## config.mk

```make
export PLATFORM = sky130hd
export DESIGN_NAME = fan_failsafe_tach_control
export DESIGN_NICKNAME = d
export VERILOG_FILES = /design/src/pkg/fan_ctrl_pkg.sv /design/src/rtl/fan_tick_gen.sv /design/src/rtl/fan_pwm_channel.sv /design/src/rtl/fan_failsafe_tach_control.sv
export VERILOG_INCLUDE_DIRS = /design/src /design/src/pkg
export SDC_FILE = /design/constraint.sdc
export NUM_CORES = 1
export LEC_CHECK = 0
export ABC_AREA = 1
export BUFFER_PORTS_ARGS = -buffer_cell sky130_fd_sc_hd__buf_2
export CAP_MARGIN = 20
export CORE_MARGIN = 10
export CORE_UTILIZATION = 62
export CTS_CLUSTER_DIAMETER = 100
export DETAILED_ROUTE_END_ITERATION = 10
export PLACE_DENSITY = 0.77
export SYNTH_ARGS = -nofsm -noshare
export SYNTH_HDL_FRONTEND = slang
export SYNTH_HIERARCHICAL = 1
export SYNTH_SLANG_ARGS = --single-unit
export TNS_END_PERCENT = 10
```

## constraint.sdc

```tcl
create_clock -name pclk -period 3 [get_ports pclk]
set_input_delay 0.6 -clock pclk [delete_from_list [all_inputs] [get_ports pclk]]
set_output_delay 0.6 -clock pclk [all_outputs]
set_load 0.02 [all_outputs]
```

## src/pkg/fan_ctrl_map.svh

```systemverilog
`ifndef FAN_CTRL_MAP_SVH
`define FAN_CTRL_MAP_SVH

// Clock and timing
`define CLK_PERIOD_NS 10
`define FAN_COUNT_NS 552500
`define FAN_COUNT_CYCLES ((`FAN_COUNT_NS + `CLK_PERIOD_NS - 1) / `CLK_PERIOD_NS)
`define EIGHTH_SEC_NS 125000000
`define EIGHTH_SEC_CYCLES (`EIGHTH_SEC_NS / `CLK_PERIOD_NS)
`define PWM_STEPS 7'h64
`define PWM_LAST_STEP 7'h63

// Command and reply types
`define CMD_SET_POWER 8'h11
`define CMD_FAILSAFE 8'h19
`define CMD_GLITCH 8'h1A
`define CMD_QUERY 8'h1B
`define REPLY_FLAG 8'h40
`define REPLY_ERROR 8'hC0
`define LEN_SET_POWER 8'h04
`define LEN_FAILSAFE 8'h02
`define LEN_GLITCH 8'h04
`define LEN_QUERY 8'h00
`define LEN_QUERY_REPLY 8'h05

// Value ranges and defaults
`define LEVEL_FULL 8'h64
`define DELAY_MIN 8'h01
`define DELAY_MAX 8'h64
`define DELAY_DEFAULT 7'h01
`define MASK_VALID 8'h0F

// APB register byte offsets
`define ADDR_CMD 12'h000
`define ADDR_DATA0 12'h004
`define ADDR_DATA1 12'h008
`define ADDR_GO 12'h00C
`define ADDR_REPLY 12'h010
`define ADDR_RDATA0 12'h014
`define ADDR_RDATA1 12'h018
`define ADDR_STATUS 12'h01C
`define ADDR_CTRL 12'h020

// Status and control bit positions
`define ST_REPLY_VALID 0
`define ST_ERROR 1
`define ST_FS_ACTIVE 2
`define ST_BUSY 3
`define ST_FAN_LSB 4
`define CTRL_SAVE_BOOT 0
`define CTRL_LOAD_BOOT 1

`endif

```

## src/pkg/fan_ctrl_pkg.sv

```systemverilog
package fan_ctrl_pkg;
   typedef logic [7:0] byte_type;
   typedef logic [6:0] level_type;
   typedef enum logic [0:0] {exec_idle, exec_run} exec_state_type;
endpackage : fan_ctrl_pkg

```

## src/rtl/fan_tick_gen.sv

```systemverilog
`timescale 1ns/1ps
`include "fan_ctrl_map.svh"
module fan_tick_gen
   import fan_ctrl_pkg::*;
#(
   parameter int COUNT_CYCLES = `FAN_COUNT_CYCLES,
   parameter int EIGHTH_CYCLES = `EIGHTH_SEC_CYCLES
) (
   input wire logic pclk,
   input wire logic presetn,
   output logic count_tick,
   output logic eighth_tick,
   output level_type phase
);
   logic [31:0] count_div;
   logic [31:0] eighth_div;

   // Glitch count divider, one hundred per PWM period
   always_ff @(posedge pclk or negedge presetn) begin
      if (!presetn) begin
         count_div <= 32'h00000000;
         count_tick <= 1'b0;
      end else if (count_div == 32'(COUNT_CYCLES - 1)) begin
         count_div <= 32'h00000000;
         count_tick <= 1'b1;
      end else begin
         count_div <= count_div + 32'h00000001;
         count_tick <= 1'b0;
      end
   end

   // PWM phase walks 0..99, giving roughly 18 Hz
   always_ff @(posedge pclk or negedge presetn) begin
      if (!presetn) begin
         phase <= 7'h00;
      end else if (count_tick) begin
         phase <= (phase == `PWM_LAST_STEP) ? 7'h00 : phase + 7'h01;
      end
   end

   // Eighth-second ticks for the fail-safe timeout
   always_ff @(posedge pclk or negedge presetn) begin
      if (!presetn) begin
         eighth_div <= 32'h00000000;
         eighth_tick <= 1'b0;
      end else if (eighth_div == 32'(EIGHTH_CYCLES - 1)) begin
         eighth_div <= 32'h00000000;
         eighth_tick <= 1'b1;
      end else begin
         eighth_div <= eighth_div + 32'h00000001;
         eighth_tick <= 1'b0;
      end
   end
endmodule : fan_tick_gen

```

## src/rtl/fan_pwm_channel.sv

```systemverilog
`timescale 1ns/1ps
`include "fan_ctrl_map.svh"
module fan_pwm_channel
   import fan_ctrl_pkg::*;
(
   input wire logic pclk,
   input wire logic presetn,
   input wire logic count_tick,
   input level_type phase,
   input level_type level,
   input level_type delay,
   input wire logic tach_in,
   output logic fan_on,
   output logic tach_pulse
);
   logic next_on;
   level_type mask_left;
   logic tach_last;

   // Full on at 100, full off at 0, proportional between
   assign next_on = (phase < level);

   // Supply switched fully on or off
   always_ff @(posedge pclk or negedge presetn) begin
      if (!presetn) begin
         fan_on <= 1'b0;
      end else begin
         fan_on <= next_on;
      end
   end

   // Blanking window starts at every turn-on
   always_ff @(posedge pclk or negedge presetn) begin
      if (!presetn) begin
         mask_left <= 7'h00;
      end else if (next_on && !fan_on) begin
         mask_left <= delay;
      end else if (count_tick && mask_left != 7'h00) begin
         mask_left <= mask_left - 7'h01;
      end
   end

   // Tach edges only count while powered and unmasked
   always_ff @(posedge pclk or negedge presetn) begin
      if (!presetn) begin
         tach_last <= 1'b0;
         tach_pulse <= 1'b0;
      end else begin
         tach_last <= tach_in;
         tach_pulse <= tach_in && !tach_last && fan_on && mask_left == 7'h00;
      end
   end
endmodule : fan_pwm_channel

```

## src/rtl/fan_failsafe_tach_control.sv

```systemverilog
// Function
// - When the fail-safe timeout runs out without a power update, masked fans run at 100%.
// - Fail-safe command 0x19 carries a fan mask (0-15, bit 0 is fan one) and a timeout.
// - The fail-safe timeout byte counts eighth-second ticks, 1 to 255.
// - Fan power is delivered by switching each supply fully on and off.
// - The PWM repeats at about 18 Hz.
// - Tach transitions are ignored for a set number of 552.5 us counts after turn-on.
// - Each fan's glitch delay starts at one count.
// - Glitch command 0x1A carries four delay bytes, 1-100, fans one to four.
// - An accepted glitch command answers with type 0x5A and no payload.
// - Glitch delays are part of the saved power-up configuration.
// - Query command 0x1B has no payload and changes no setting.
// - The query answer is type 0x5B with four fan powers then the fail-safe mask.
// - Set-power command carries four percentages, 0-100, fans one to four.
//
// The implementer's own choices: the APB interface to the registers and the register offsets.
`timescale 1ns/1ps
`include "fan_ctrl_map.svh"
module fan_failsafe_tach_control
   import fan_ctrl_pkg::*;
#(
   parameter int COUNT_CYCLES = `FAN_COUNT_CYCLES,
   parameter int EIGHTH_CYCLES = `EIGHTH_SEC_CYCLES
) (
   input wire logic pclk,
   input wire logic presetn,
   input wire logic psel,
   input wire logic penable,
   input wire logic pwrite,
   input wire logic [11:0] paddr,
   input wire logic [31:0] pwdata,
   output logic [31:0] prdata,
   output logic pready,
   output logic pslverr,
   input wire logic [3:0] tach_in,
   output logic [3:0] fan_on,
   output logic [3:0] tach_pulse
);
   // Command staging written by software
   byte_type cmd_type;
   byte_type cmd_len;
   byte_type cmd_data [0:4];
   // Reply returned to software
   byte_type reply_type;
   byte_type reply_len;
   byte_type reply_data [0:4];
   logic reply_valid;
   logic cmd_error;
   // Fan settings
   level_type power [0:3];
   level_type glitch [0:3];
   level_type boot_power [0:3];
   level_type boot_glitch [0:3];
   level_type eff_power [0:3];
   logic [3:0] fs_mask;
   byte_type fs_timeout;
   byte_type fs_count;
   logic fs_active;
   exec_state_type exec_state;
   // Bus decode
   logic bus_access;
   logic bus_write;
   logic bus_read;
   logic addr_ok;
   logic go_write;
   logic save_boot;
   logic load_boot;
   logic reply_read;
   // Command checks
   logic exec_now;
   logic accept_power;
   logic accept_fs;
   logic accept_glitch;
   logic accept_query;
   logic power_update;
   // Timing
   logic count_tick;
   logic eighth_tick;
   level_type phase;

   // Percentage range check
   function automatic logic level_ok(input byte_type v);
      level_ok = (v <= `LEVEL_FULL);
   endfunction : level_ok

   // Glitch delay range check
   function automatic logic delay_ok(input byte_type v);
      delay_ok = (v >= `DELAY_MIN) && (v <= `DELAY_MAX);
   endfunction : delay_ok

   // Known offsets
   function automatic logic mapped(input logic [11:0] a);
      if (a == `ADDR_CMD || a == `ADDR_DATA0 || a == `ADDR_DATA1) begin
         mapped = 1'b1;
      end else if (a == `ADDR_GO || a == `ADDR_REPLY || a == `ADDR_RDATA0) begin
         mapped = 1'b1;
      end else if (a == `ADDR_RDATA1 || a == `ADDR_STATUS || a == `ADDR_CTRL) begin
         mapped = 1'b1;
      end else begin
         mapped = 1'b0;
      end
   endfunction : mapped

   // Access completes in the first access cycle; the slave inserts no wait state
   assign bus_access = psel && penable && pready;
   assign bus_write = bus_access && pwrite && addr_ok;
   assign bus_read = bus_access && !pwrite && addr_ok;
   assign addr_ok = mapped(paddr);
   assign go_write = bus_write && paddr == `ADDR_GO;
   assign save_boot = bus_write && paddr == `ADDR_CTRL && pwdata[`CTRL_SAVE_BOOT];
   assign load_boot = bus_write && paddr == `ADDR_CTRL && pwdata[`CTRL_LOAD_BOOT];
   assign reply_read = bus_read && paddr == `ADDR_REPLY;

   // Payload validation per command
   assign exec_now = exec_state == exec_run;
   assign accept_power = exec_now && cmd_type == `CMD_SET_POWER && cmd_len == `LEN_SET_POWER
      && level_ok(cmd_data[0]) && level_ok(cmd_data[1])
      && level_ok(cmd_data[2]) && level_ok(cmd_data[3]);
   assign accept_fs = exec_now && cmd_type == `CMD_FAILSAFE && cmd_len == `LEN_FAILSAFE
      && (cmd_data[0] & ~`MASK_VALID) == 8'h00 && cmd_data[1] != 8'h00;
   assign accept_glitch = exec_now && cmd_type == `CMD_GLITCH && cmd_len == `LEN_GLITCH
      && delay_ok(cmd_data[0]) && delay_ok(cmd_data[1])
      && delay_ok(cmd_data[2]) && delay_ok(cmd_data[3]);
   assign accept_query = exec_now && cmd_type == `CMD_QUERY && cmd_len == `LEN_QUERY;
   assign power_update = accept_power || load_boot;

   // APB handshake, no wait state, error on unmapped offsets
   always_ff @(posedge pclk or negedge presetn) begin
      if (!presetn) begin
         pready <= 1'b0;
         pslverr <= 1'b0;
      end else begin
         pready <= psel && !penable && !pready;
         pslverr <= psel && !penable && !pready && !mapped(paddr);
      end
   end

   // Read data captured in the setup cycle, stable through access
   always_ff @(posedge pclk or negedge presetn) begin
      if (!presetn) begin
         prdata <= 32'h00000000;
      end else if (psel && !penable && !pwrite) begin
         if (paddr == `ADDR_CMD) begin
            prdata <= {16'h0000, cmd_len, cmd_type};
         end else if (paddr == `ADDR_DATA0) begin
            prdata <= {cmd_data[3], cmd_data[2], cmd_data[1], cmd_data[0]};
         end else if (paddr == `ADDR_DATA1) begin
            prdata <= {24'h000000, cmd_data[4]};
         end else if (paddr == `ADDR_REPLY) begin
            prdata <= {16'h0000, reply_len, reply_type};
         end else if (paddr == `ADDR_RDATA0) begin
            prdata <= {reply_data[3], reply_data[2], reply_data[1], reply_data[0]};
         end else if (paddr == `ADDR_RDATA1) begin
            prdata <= {24'h000000, reply_data[4]};
         end else if (paddr == `ADDR_STATUS) begin
            prdata <= {24'h000000, fan_on, exec_now, fs_active, cmd_error, reply_valid};
         end else begin
            prdata <= 32'h00000000;
         end
      end
   end

   // Command staging registers
   always_ff @(posedge pclk or negedge presetn) begin
      if (!presetn) begin
         cmd_type <= 8'h00;
         cmd_len <= 8'h00;
         for (int i = 0; i < 5; i++) begin
            cmd_data[i] <= 8'h00;
         end
      end else if (bus_write && !exec_now) begin
         if (paddr == `ADDR_CMD) begin
            cmd_type <= pwdata[7:0];
            cmd_len <= pwdata[15:8];
         end else if (paddr == `ADDR_DATA0) begin
            cmd_data[0] <= pwdata[7:0];
            cmd_data[1] <= pwdata[15:8];
            cmd_data[2] <= pwdata[23:16];
            cmd_data[3] <= pwdata[31:24];
         end else if (paddr == `ADDR_DATA1) begin
            cmd_data[4] <= pwdata[7:0];
         end
      end
   end

   // One cycle of execution after a go write
   always_ff @(posedge pclk or negedge presetn) begin
      if (!presetn) begin
         exec_state <= exec_idle;
      end else begin
         case (exec_state)
            exec_idle: begin
               if (go_write) begin
                  exec_state <= exec_run;
               end
            end
            default: begin
               exec_state <= exec_idle;
            end
         endcase
      end
   end

   // Reply build; refused commands answer with the error type
   always_ff @(posedge pclk or negedge presetn) begin
      if (!presetn) begin
         reply_type <= 8'h00;
         reply_len <= 8'h00;
         cmd_error <= 1'b0;
         for (int i = 0; i < 5; i++) begin
            reply_data[i] <= 8'h00;
         end
      end else if (exec_now) begin
         for (int i = 0; i < 5; i++) begin
            reply_data[i] <= 8'h00;
         end
         reply_len <= 8'h00;
         if (accept_power || accept_fs || accept_glitch) begin
            reply_type <= cmd_type | `REPLY_FLAG;
            cmd_error <= 1'b0;
         end else if (accept_query) begin
            reply_type <= cmd_type | `REPLY_FLAG;
            reply_len <= `LEN_QUERY_REPLY;
            for (int i = 0; i < 4; i++) begin
               reply_data[i] <= {1'b0, eff_power[i]};
            end
            reply_data[4] <= {4'h0, fs_mask};
            cmd_error <= 1'b0;
         end else begin
            reply_type <= cmd_type | `REPLY_ERROR;
            cmd_error <= 1'b1;
         end
      end
   end

   // Reply flag: a new reply wins over a read of the old one
   always_ff @(posedge pclk or negedge presetn) begin
      if (!presetn) begin
         reply_valid <= 1'b0;
      end else if (exec_now) begin
         reply_valid <= 1'b1;
      end else if (reply_read) begin
         reply_valid <= 1'b0;
      end
   end

   // Power settings; query leaves them alone
   always_ff @(posedge pclk or negedge presetn) begin
      if (!presetn) begin
         for (int i = 0; i < 4; i++) begin
            power[i] <= 7'h00;
         end
      end else if (accept_power) begin
         for (int i = 0; i < 4; i++) begin
            power[i] <= cmd_data[i][6:0];
         end
      end else if (load_boot) begin
         for (int i = 0; i < 4; i++) begin
            power[i] <= boot_power[i];
         end
      end
   end

   // Glitch delays, default one count
   always_ff @(posedge pclk or negedge presetn) begin
      if (!presetn) begin
         for (int i = 0; i < 4; i++) begin
            glitch[i] <= `DELAY_DEFAULT;
         end
      end else if (accept_glitch) begin
         for (int i = 0; i < 4; i++) begin
            glitch[i] <= cmd_data[i][6:0];
         end
      end else if (load_boot) begin
         for (int i = 0; i < 4; i++) begin
            glitch[i] <= boot_glitch[i];
         end
      end
   end

   // Saved power-up state; lost on hard reset, kept over soft reload
   always_ff @(posedge pclk or negedge presetn) begin
      if (!presetn) begin
         for (int i = 0; i < 4; i++) begin
            boot_power[i] <= 7'h00;
            boot_glitch[i] <= `DELAY_DEFAULT;
         end
      end else if (save_boot) begin
         for (int i = 0; i < 4; i++) begin
            boot_power[i] <= power[i];
            boot_glitch[i] <= glitch[i];
         end
      end
   end

   // Fail-safe mask and timeout
   always_ff @(posedge pclk or negedge presetn) begin
      if (!presetn) begin
         fs_mask <= 4'h0;
         fs_timeout <= 8'h00;
      end else if (accept_fs) begin
         fs_mask <= cmd_data[0][3:0];
         fs_timeout <= cmd_data[1];
      end
   end

   // Timeout counter restarts on every power update or re-arm
   always_ff @(posedge pclk or negedge presetn) begin
      if (!presetn) begin
         fs_count <= 8'h00;
         fs_active <= 1'b0;
      end else if (power_update || accept_fs) begin
         fs_count <= 8'h00;
         fs_active <= 1'b0;
      end else if (eighth_tick && !fs_active && fs_timeout != 8'h00) begin
         if (fs_count + 8'h01 >= fs_timeout) begin
            fs_active <= 1'b1;
         end
         fs_count <= fs_count + 8'h01;
      end
   end

   // Forced full power for masked fans once expired
   always_comb begin
      for (int i = 0; i < 4; i++) begin
         eff_power[i] = (fs_active && fs_mask[i]) ? level_type'(`LEVEL_FULL) : power[i];
      end
   end

   // Shared count and phase timing
   fan_tick_gen #(
      .COUNT_CYCLES(COUNT_CYCLES),
      .EIGHTH_CYCLES(EIGHTH_CYCLES)
   ) u_ticks (
      .pclk(pclk),
      .presetn(presetn),
      .count_tick(count_tick),
      .eighth_tick(eighth_tick),
      .phase(phase)
   );

   // One PWM and tach blanker per fan
   generate
      for (genvar g = 0; g < 4; g++) begin : g_fan
         fan_pwm_channel u_chan (
            .pclk(pclk),
            .presetn(presetn),
            .count_tick(count_tick),
            .phase(phase),
            .level(eff_power[g]),
            .delay(glitch[g]),
            .tach_in(tach_in[g]),
            .fan_on(fan_on[g]),
            .tach_pulse(tach_pulse[g])
         );
      end
   endgenerate
endmodule : fan_failsafe_tach_control

```

---- Word level (Yosys, flattened, before mapping) ----
Cells that the tools add are included.
word-level totals
  bits in registers ....................... 395
  output and inout bits ................... 42
  word-level logic and storage cells ...... 263
cells by class
  add/subtract/negate cells ............... 8
  order comparisons ....................... 13
  equality and inequality tests ........... 17
  mux-type cells .......................... 48
  bitwise logic cells ..................... 2
  reductions and logical operators ........ 114
operators with widths
  kind                     count
  $mux W32                 7
  $mux W28                 4
  $mux W7                  13
  $mux W39                 2
  $add A32 B1 Y32 const B  2
  $logic_and A1 B1 Y1      64
  $eq A12 B5 Y1 const B    4
  $mux W8                  6
  $eq A32 B16 Y1 const B   1
  $eq A32 B24 Y1 const B   1
  $eq A8 B5 Y1 const B     4
  $ge A8 B1 Y1 const B     4
  $le A8 B7 Y1 const B     4
  $logic_not A7 Y1         4
  $lt A7 B7 Y1             4
  $reduce_bool A7 Y1       4
  $sub A7 B1 Y7 const B    4
  $eq A12 B4 Y1 const B    2
  $reduce_bool A2 Y1       9
  $logic_not A8 Y1         2
  $reduce_bool A8 Y1       2
  $logic_not A1 Y1         14
  $mux W1                  14
  $eq A12 B3 Y1 const B    1
  14 further kinds         26

---- Longest topological paths before layout ----
  depth after elaboration ................. 13
  depth in mapped cells ................... 18
  depth with buffers taken out ............ 16

---- Modules after synthesis ----
The synthesis kept the hierarchy.
modules (own cells, without submodules)
  module                     instances  cells an instance  area an instance (um^2)  sequential area each (um^2)
  fan_failsafe_tach_control  1          1598               13005.0                  6691.4
  fan_tick_gen               1          645                4454.3                   1826.8
  fan_pwm_channel            4          116                843.3                    250.2

---- Least setup slack after synthesis ----
Ideal clock, no wire load.
  kind .................................... register to register
  start point ............................. register fs_active
  end point ............................... register g_fan[0].u_chan.mask_left[3]
  setup time .............................. 116 ps
  arrival time ............................ 1955 ps
  data required time ...................... 2884 ps
  slack ................................... 929 ps
  stages on the path, launching flop included .. 17
  buffers on the path ..................... 2
  path through ............................ dfrtp_1 -> clkbuf_1 -> nand2_1 -> inv_1 -> nor2_1 -> inv_1 -> inv_1 -> ha_1 -> nand2_2 -> inv_2 -> a21oi_4 -> nand3_4 -> buf_6 -> inv_6 -> nand2_1 -> nand2_1 -> nand2_1
RTL lines
  element                 line                              RTL
  from (decl)             fan_failsafe_tach_control.sv:58   logic fs_active;
  from (signal assigned)  fan_failsafe_tach_control.sv:311  fs_active <= 1'b0;
  from (signal assigned)  fan_failsafe_tach_control.sv:314  fs_active <= 1'b0;
  from (signal assigned)  fan_failsafe_tach_control.sv:317  fs_active <= 1'b1;
  to (signal assigned)    fan_pwm_channel.sv:37             mask_left <= delay;
  to (signal assigned)    fan_pwm_channel.sv:39             mask_left <= mask_left - 7'h01;
  to (decl)               fan_pwm_channel.sv:17             level_type mask_left;

==> flow_summary.json <==
{
  "ioPinCount": 95,
  "fin_ws_ps": 444,
  "p_seq_share_pct": 49.2,
  "grt_pass1_wl_mm": 89.5,
  "synth_edf_count": 0,
  "drv_slew": 0,
  "synth_cell_type_count": 52,
  "crit_type": "register to register",
  "grt_pass1_vias": 17600,
  "arrival_ps": 2970,
  "synthesis.nets": 2805,
  "via_count": 17900,
  "cts_hold_buf": 0,
  "final_cell_mix": "696 x nand2_1, 419 x inv_1, 372 x dfrtp_1",
  "tns_ps": 0,
  "drc_errors": 0,
  "initialDrtViolationCount": 1705,
  "cts_buffers": 40,
  "run_status": "complete, but fails checks",
  "combPwrFrac_pct": 4.1,
  "clockRootBuffer": "clkbuf_16",
  "drive_above_1_share_pct": 12.8,
  "powerDensity_mw_per_mm2": 458,
  "endpoint_kind": "register",
  "hold_viol": 2,
  "fp.dieArea_sq_mm": 0.0413,
  "grt_overflow": 0,
  "yosys_warnings": 6,
  "worst_hold_path_type": "input port to asynchronous set/reset pin",
  "wl_per_cell_um": 16.6,
  "p_sw_mw": 2.39,
  "ys_async_sr_fraction_pct": 100,
  "coreArea_sq_mm": 0.0334,
  "postLayoutCellArea_sq_mm": 0.0231,
  "syn_area_per_cell_sq_um": 7.70,
  "viasPerCell": 5.48,
  "finalSetupViolCount": 0,
  "power.total_mw": 10.6,
  "fin_crit_ps": 2560,
  "final_common_cell": "nand2_1",
  "ant_nets": 0,
  "clk_pin_slew_ps": 60,
  "drt-total-wl_mm": 54.1,
  "hpwl_mm": 39.4,
  "cts_max_level": 2,
  "period_share_pct": 85.2,
  "clock_latency_ps": 550,
  "start_kind": "register",
  "p_leak_nw": 12.0,
  "post-cts-setup-buffers": 0,
  "grt_max_degree": 89,
  "stdcell_count": 3271,
  "gp_congestion": 0.930,
  "p_int_mw": 8.20,
  "syn_inst": 2707,
  "place_ws_ps": 580,
  "die_w_um": 203,
  "ir_drop_v": 0.000373,
  "antenna_found_initial": 0,
  "dpl.cell_count": 3197,
  "cap_viol_max_count": 0,
  "cts_buffer_depth": 3,
  "swShare_pct": 22.6,
  "cts.sinks": 380,
  "holdWs_ps": -8.21,
  "num_antenna_cells": 0,
  "synth.cell_area_sq_mm": 0.0208,
  "yosysSeqAreaShare_pct": 45.7,
  "die-height_um": 203,
  "synth_seq_cells": 380,
  "nNetsFinal": 2889,
  "timing.slew.headroom_pct": 29.4,
  "area_growth_pct": 11.0,
  "worstPathRequired_ps": 3420,
  "clkPwrFrac_pct": 46.7,
  "grt_usage_pct": 26.2,
  "portBuffers": 94,
  "num-fill-cells": 2790,
  "crit_fanout": 11,
  "start_util_pct": 62.4,
  "dr.pass1.iters": 5,
  "cts_resized": 0,
  "tritoncts": "done",
  "synth_top_flop_cell": "dfrtp_1",
  "fmax_mhz": 391,
  "rows": 67,
  "fin_util_pct": 69.3,
  "skew_ps": 24.6,
  "tightest_slew_ps": 1060,
  "rsz0062_at_grt": "no",
  "dpl-instance-area_sq_mm": 0.0218,
  "violations": "negative hold slack"
}
## final timing paths
check | start | end | slack, ps | cells past startpoint
max in group asynchronous | presetn | cmd_data[2] | 2150 | 2
worst max register to register | fs_active | g_fan[0].u_chan/mask_left[2] | 440 | 14
worst min-delay path | presetn | g_fan[3].u_chan/tach_pulse | -8 | 1
worst min register to register | g_fan[0].u_chan/tach_last | g_fan[0].u_chan/tach_pulse | 410 | 1
worst max-delay path | fs_active | g_fan[0].u_chan/mask_left[2] | 440 | 14
min in group pclk | tach_in[1] | g_fan[1].u_chan/tach_last | 180 | 1
## registers in the layout, summed over array words and instances (netlist names), 8 cells and up
signal and flops:
u_ticks/count_div 32, boot_glitch 28, boot_power 28, u_ticks/eighth_div 32, fs_count 8, cmd_type 8
g_fan.u_chan/mask_left 28, glitch 28, reply_data 32, fs_timeout 8, cmd_len 8, power 28
reply_type 8, cmd_data 40, prdata 32
## kinds of logic (layout without fill, tap and decap cells)
logic type | Yosys count | count (layout) | synth area share, %
xor+xnor | 53 | 53 | 2.23
buf+inv | 525 | 641 | 10.3
flops | 380 | 380 | 45.7
fa+ha+maj | 45 | 45 | 2.70
compound gates | 279 | 279 | 8.35
simple gates | 1425 | 1425 | 30.7
## critical path, stage by stage, from the launching register on
cell and delay [ps]:
dfrtp_1 610, nand2_1 280, inv_1 170, nor2_1 70
inv_1 60, inv_1 50, ha_1 300, nand2_2 90
inv_2 40, a21oi_4 210, nand3_4 210, nand2_4 120
clkinv_2 90, nand2_1 70, nand2_1 60
## power groups by stage
stage                     Clock (mW)  Sequential (mW)  Combinational, mW
after floorplan                    0             5.37              0.109
after detailed placement           0             5.31              0.441
after CTS                       5.04             5.22              0.443
final                           4.95             5.22              0.431
after global routing            5.23             5.22              0.474
after global placement             0             5.31              0.434
## routing by layer
metal | global-route usage (%) | part of all wire (%)
met3 | 4.82 | 7.6
met1 | 34.8 | 42
met2 | 42.2 | 47
met5 | 0 | 0
met4 | 9.81 | 3.3
## cell type report
cell class	count	area, sq um	area share [%]
clock buffer	61	1210	5.24
sequential	380	9520	41.2
clock inverter	13	104	0.449
multi-input combinational	1802	9180	39.7
tap	448	561	2.42
timing repair buffer	125	863	3.73
inverter	442	1690	7.29
## synth_stat cells (6+ instances only)
master | number | area (sq um)
xnor2_1 | 14 | 123
o221ai_1 | 11 | 96.3
dfrtp_1 | 372 | 9310
ha_1 | 45 | 563
buf_4 | 8 | 60.1
or2_2 | 11 | 68.8
nor2_2 | 20 | 125
inv_1 | 419 | 1570
o21a_1 | 16 | 120
xor2_1 | 39 | 342
inv_2 | 13 | 48.8
o21ai_0 | 42 | 210
nand4_1 | 38 | 238
o21ai_2 | 32 | 280
nor2_4 | 12 | 135
dfstp_2 | 8 | 210
nand3_1 | 265 | 1330
nor3_1 | 20 | 100
nand2_4 | 12 | 135
buf_6 | 10 | 113
nand2_1 | 697 | 2620
o21ai_1 | 84 | 420
nor4_1 | 7 | 43.8
o22ai_1 | 29 | 181
o21bai_1 | 6 | 45.0
buf_2 | 28 | 140
a21oi_1 | 38 | 190
nand2_2 | 24 | 150
nand3_4 | 10 | 175
clkbuf_1 | 30 | 113
nor2_1 | 291 | 1090
o211ai_1 | 7 | 52.6
Note: power is estimated with default switching activity, not from simulation.
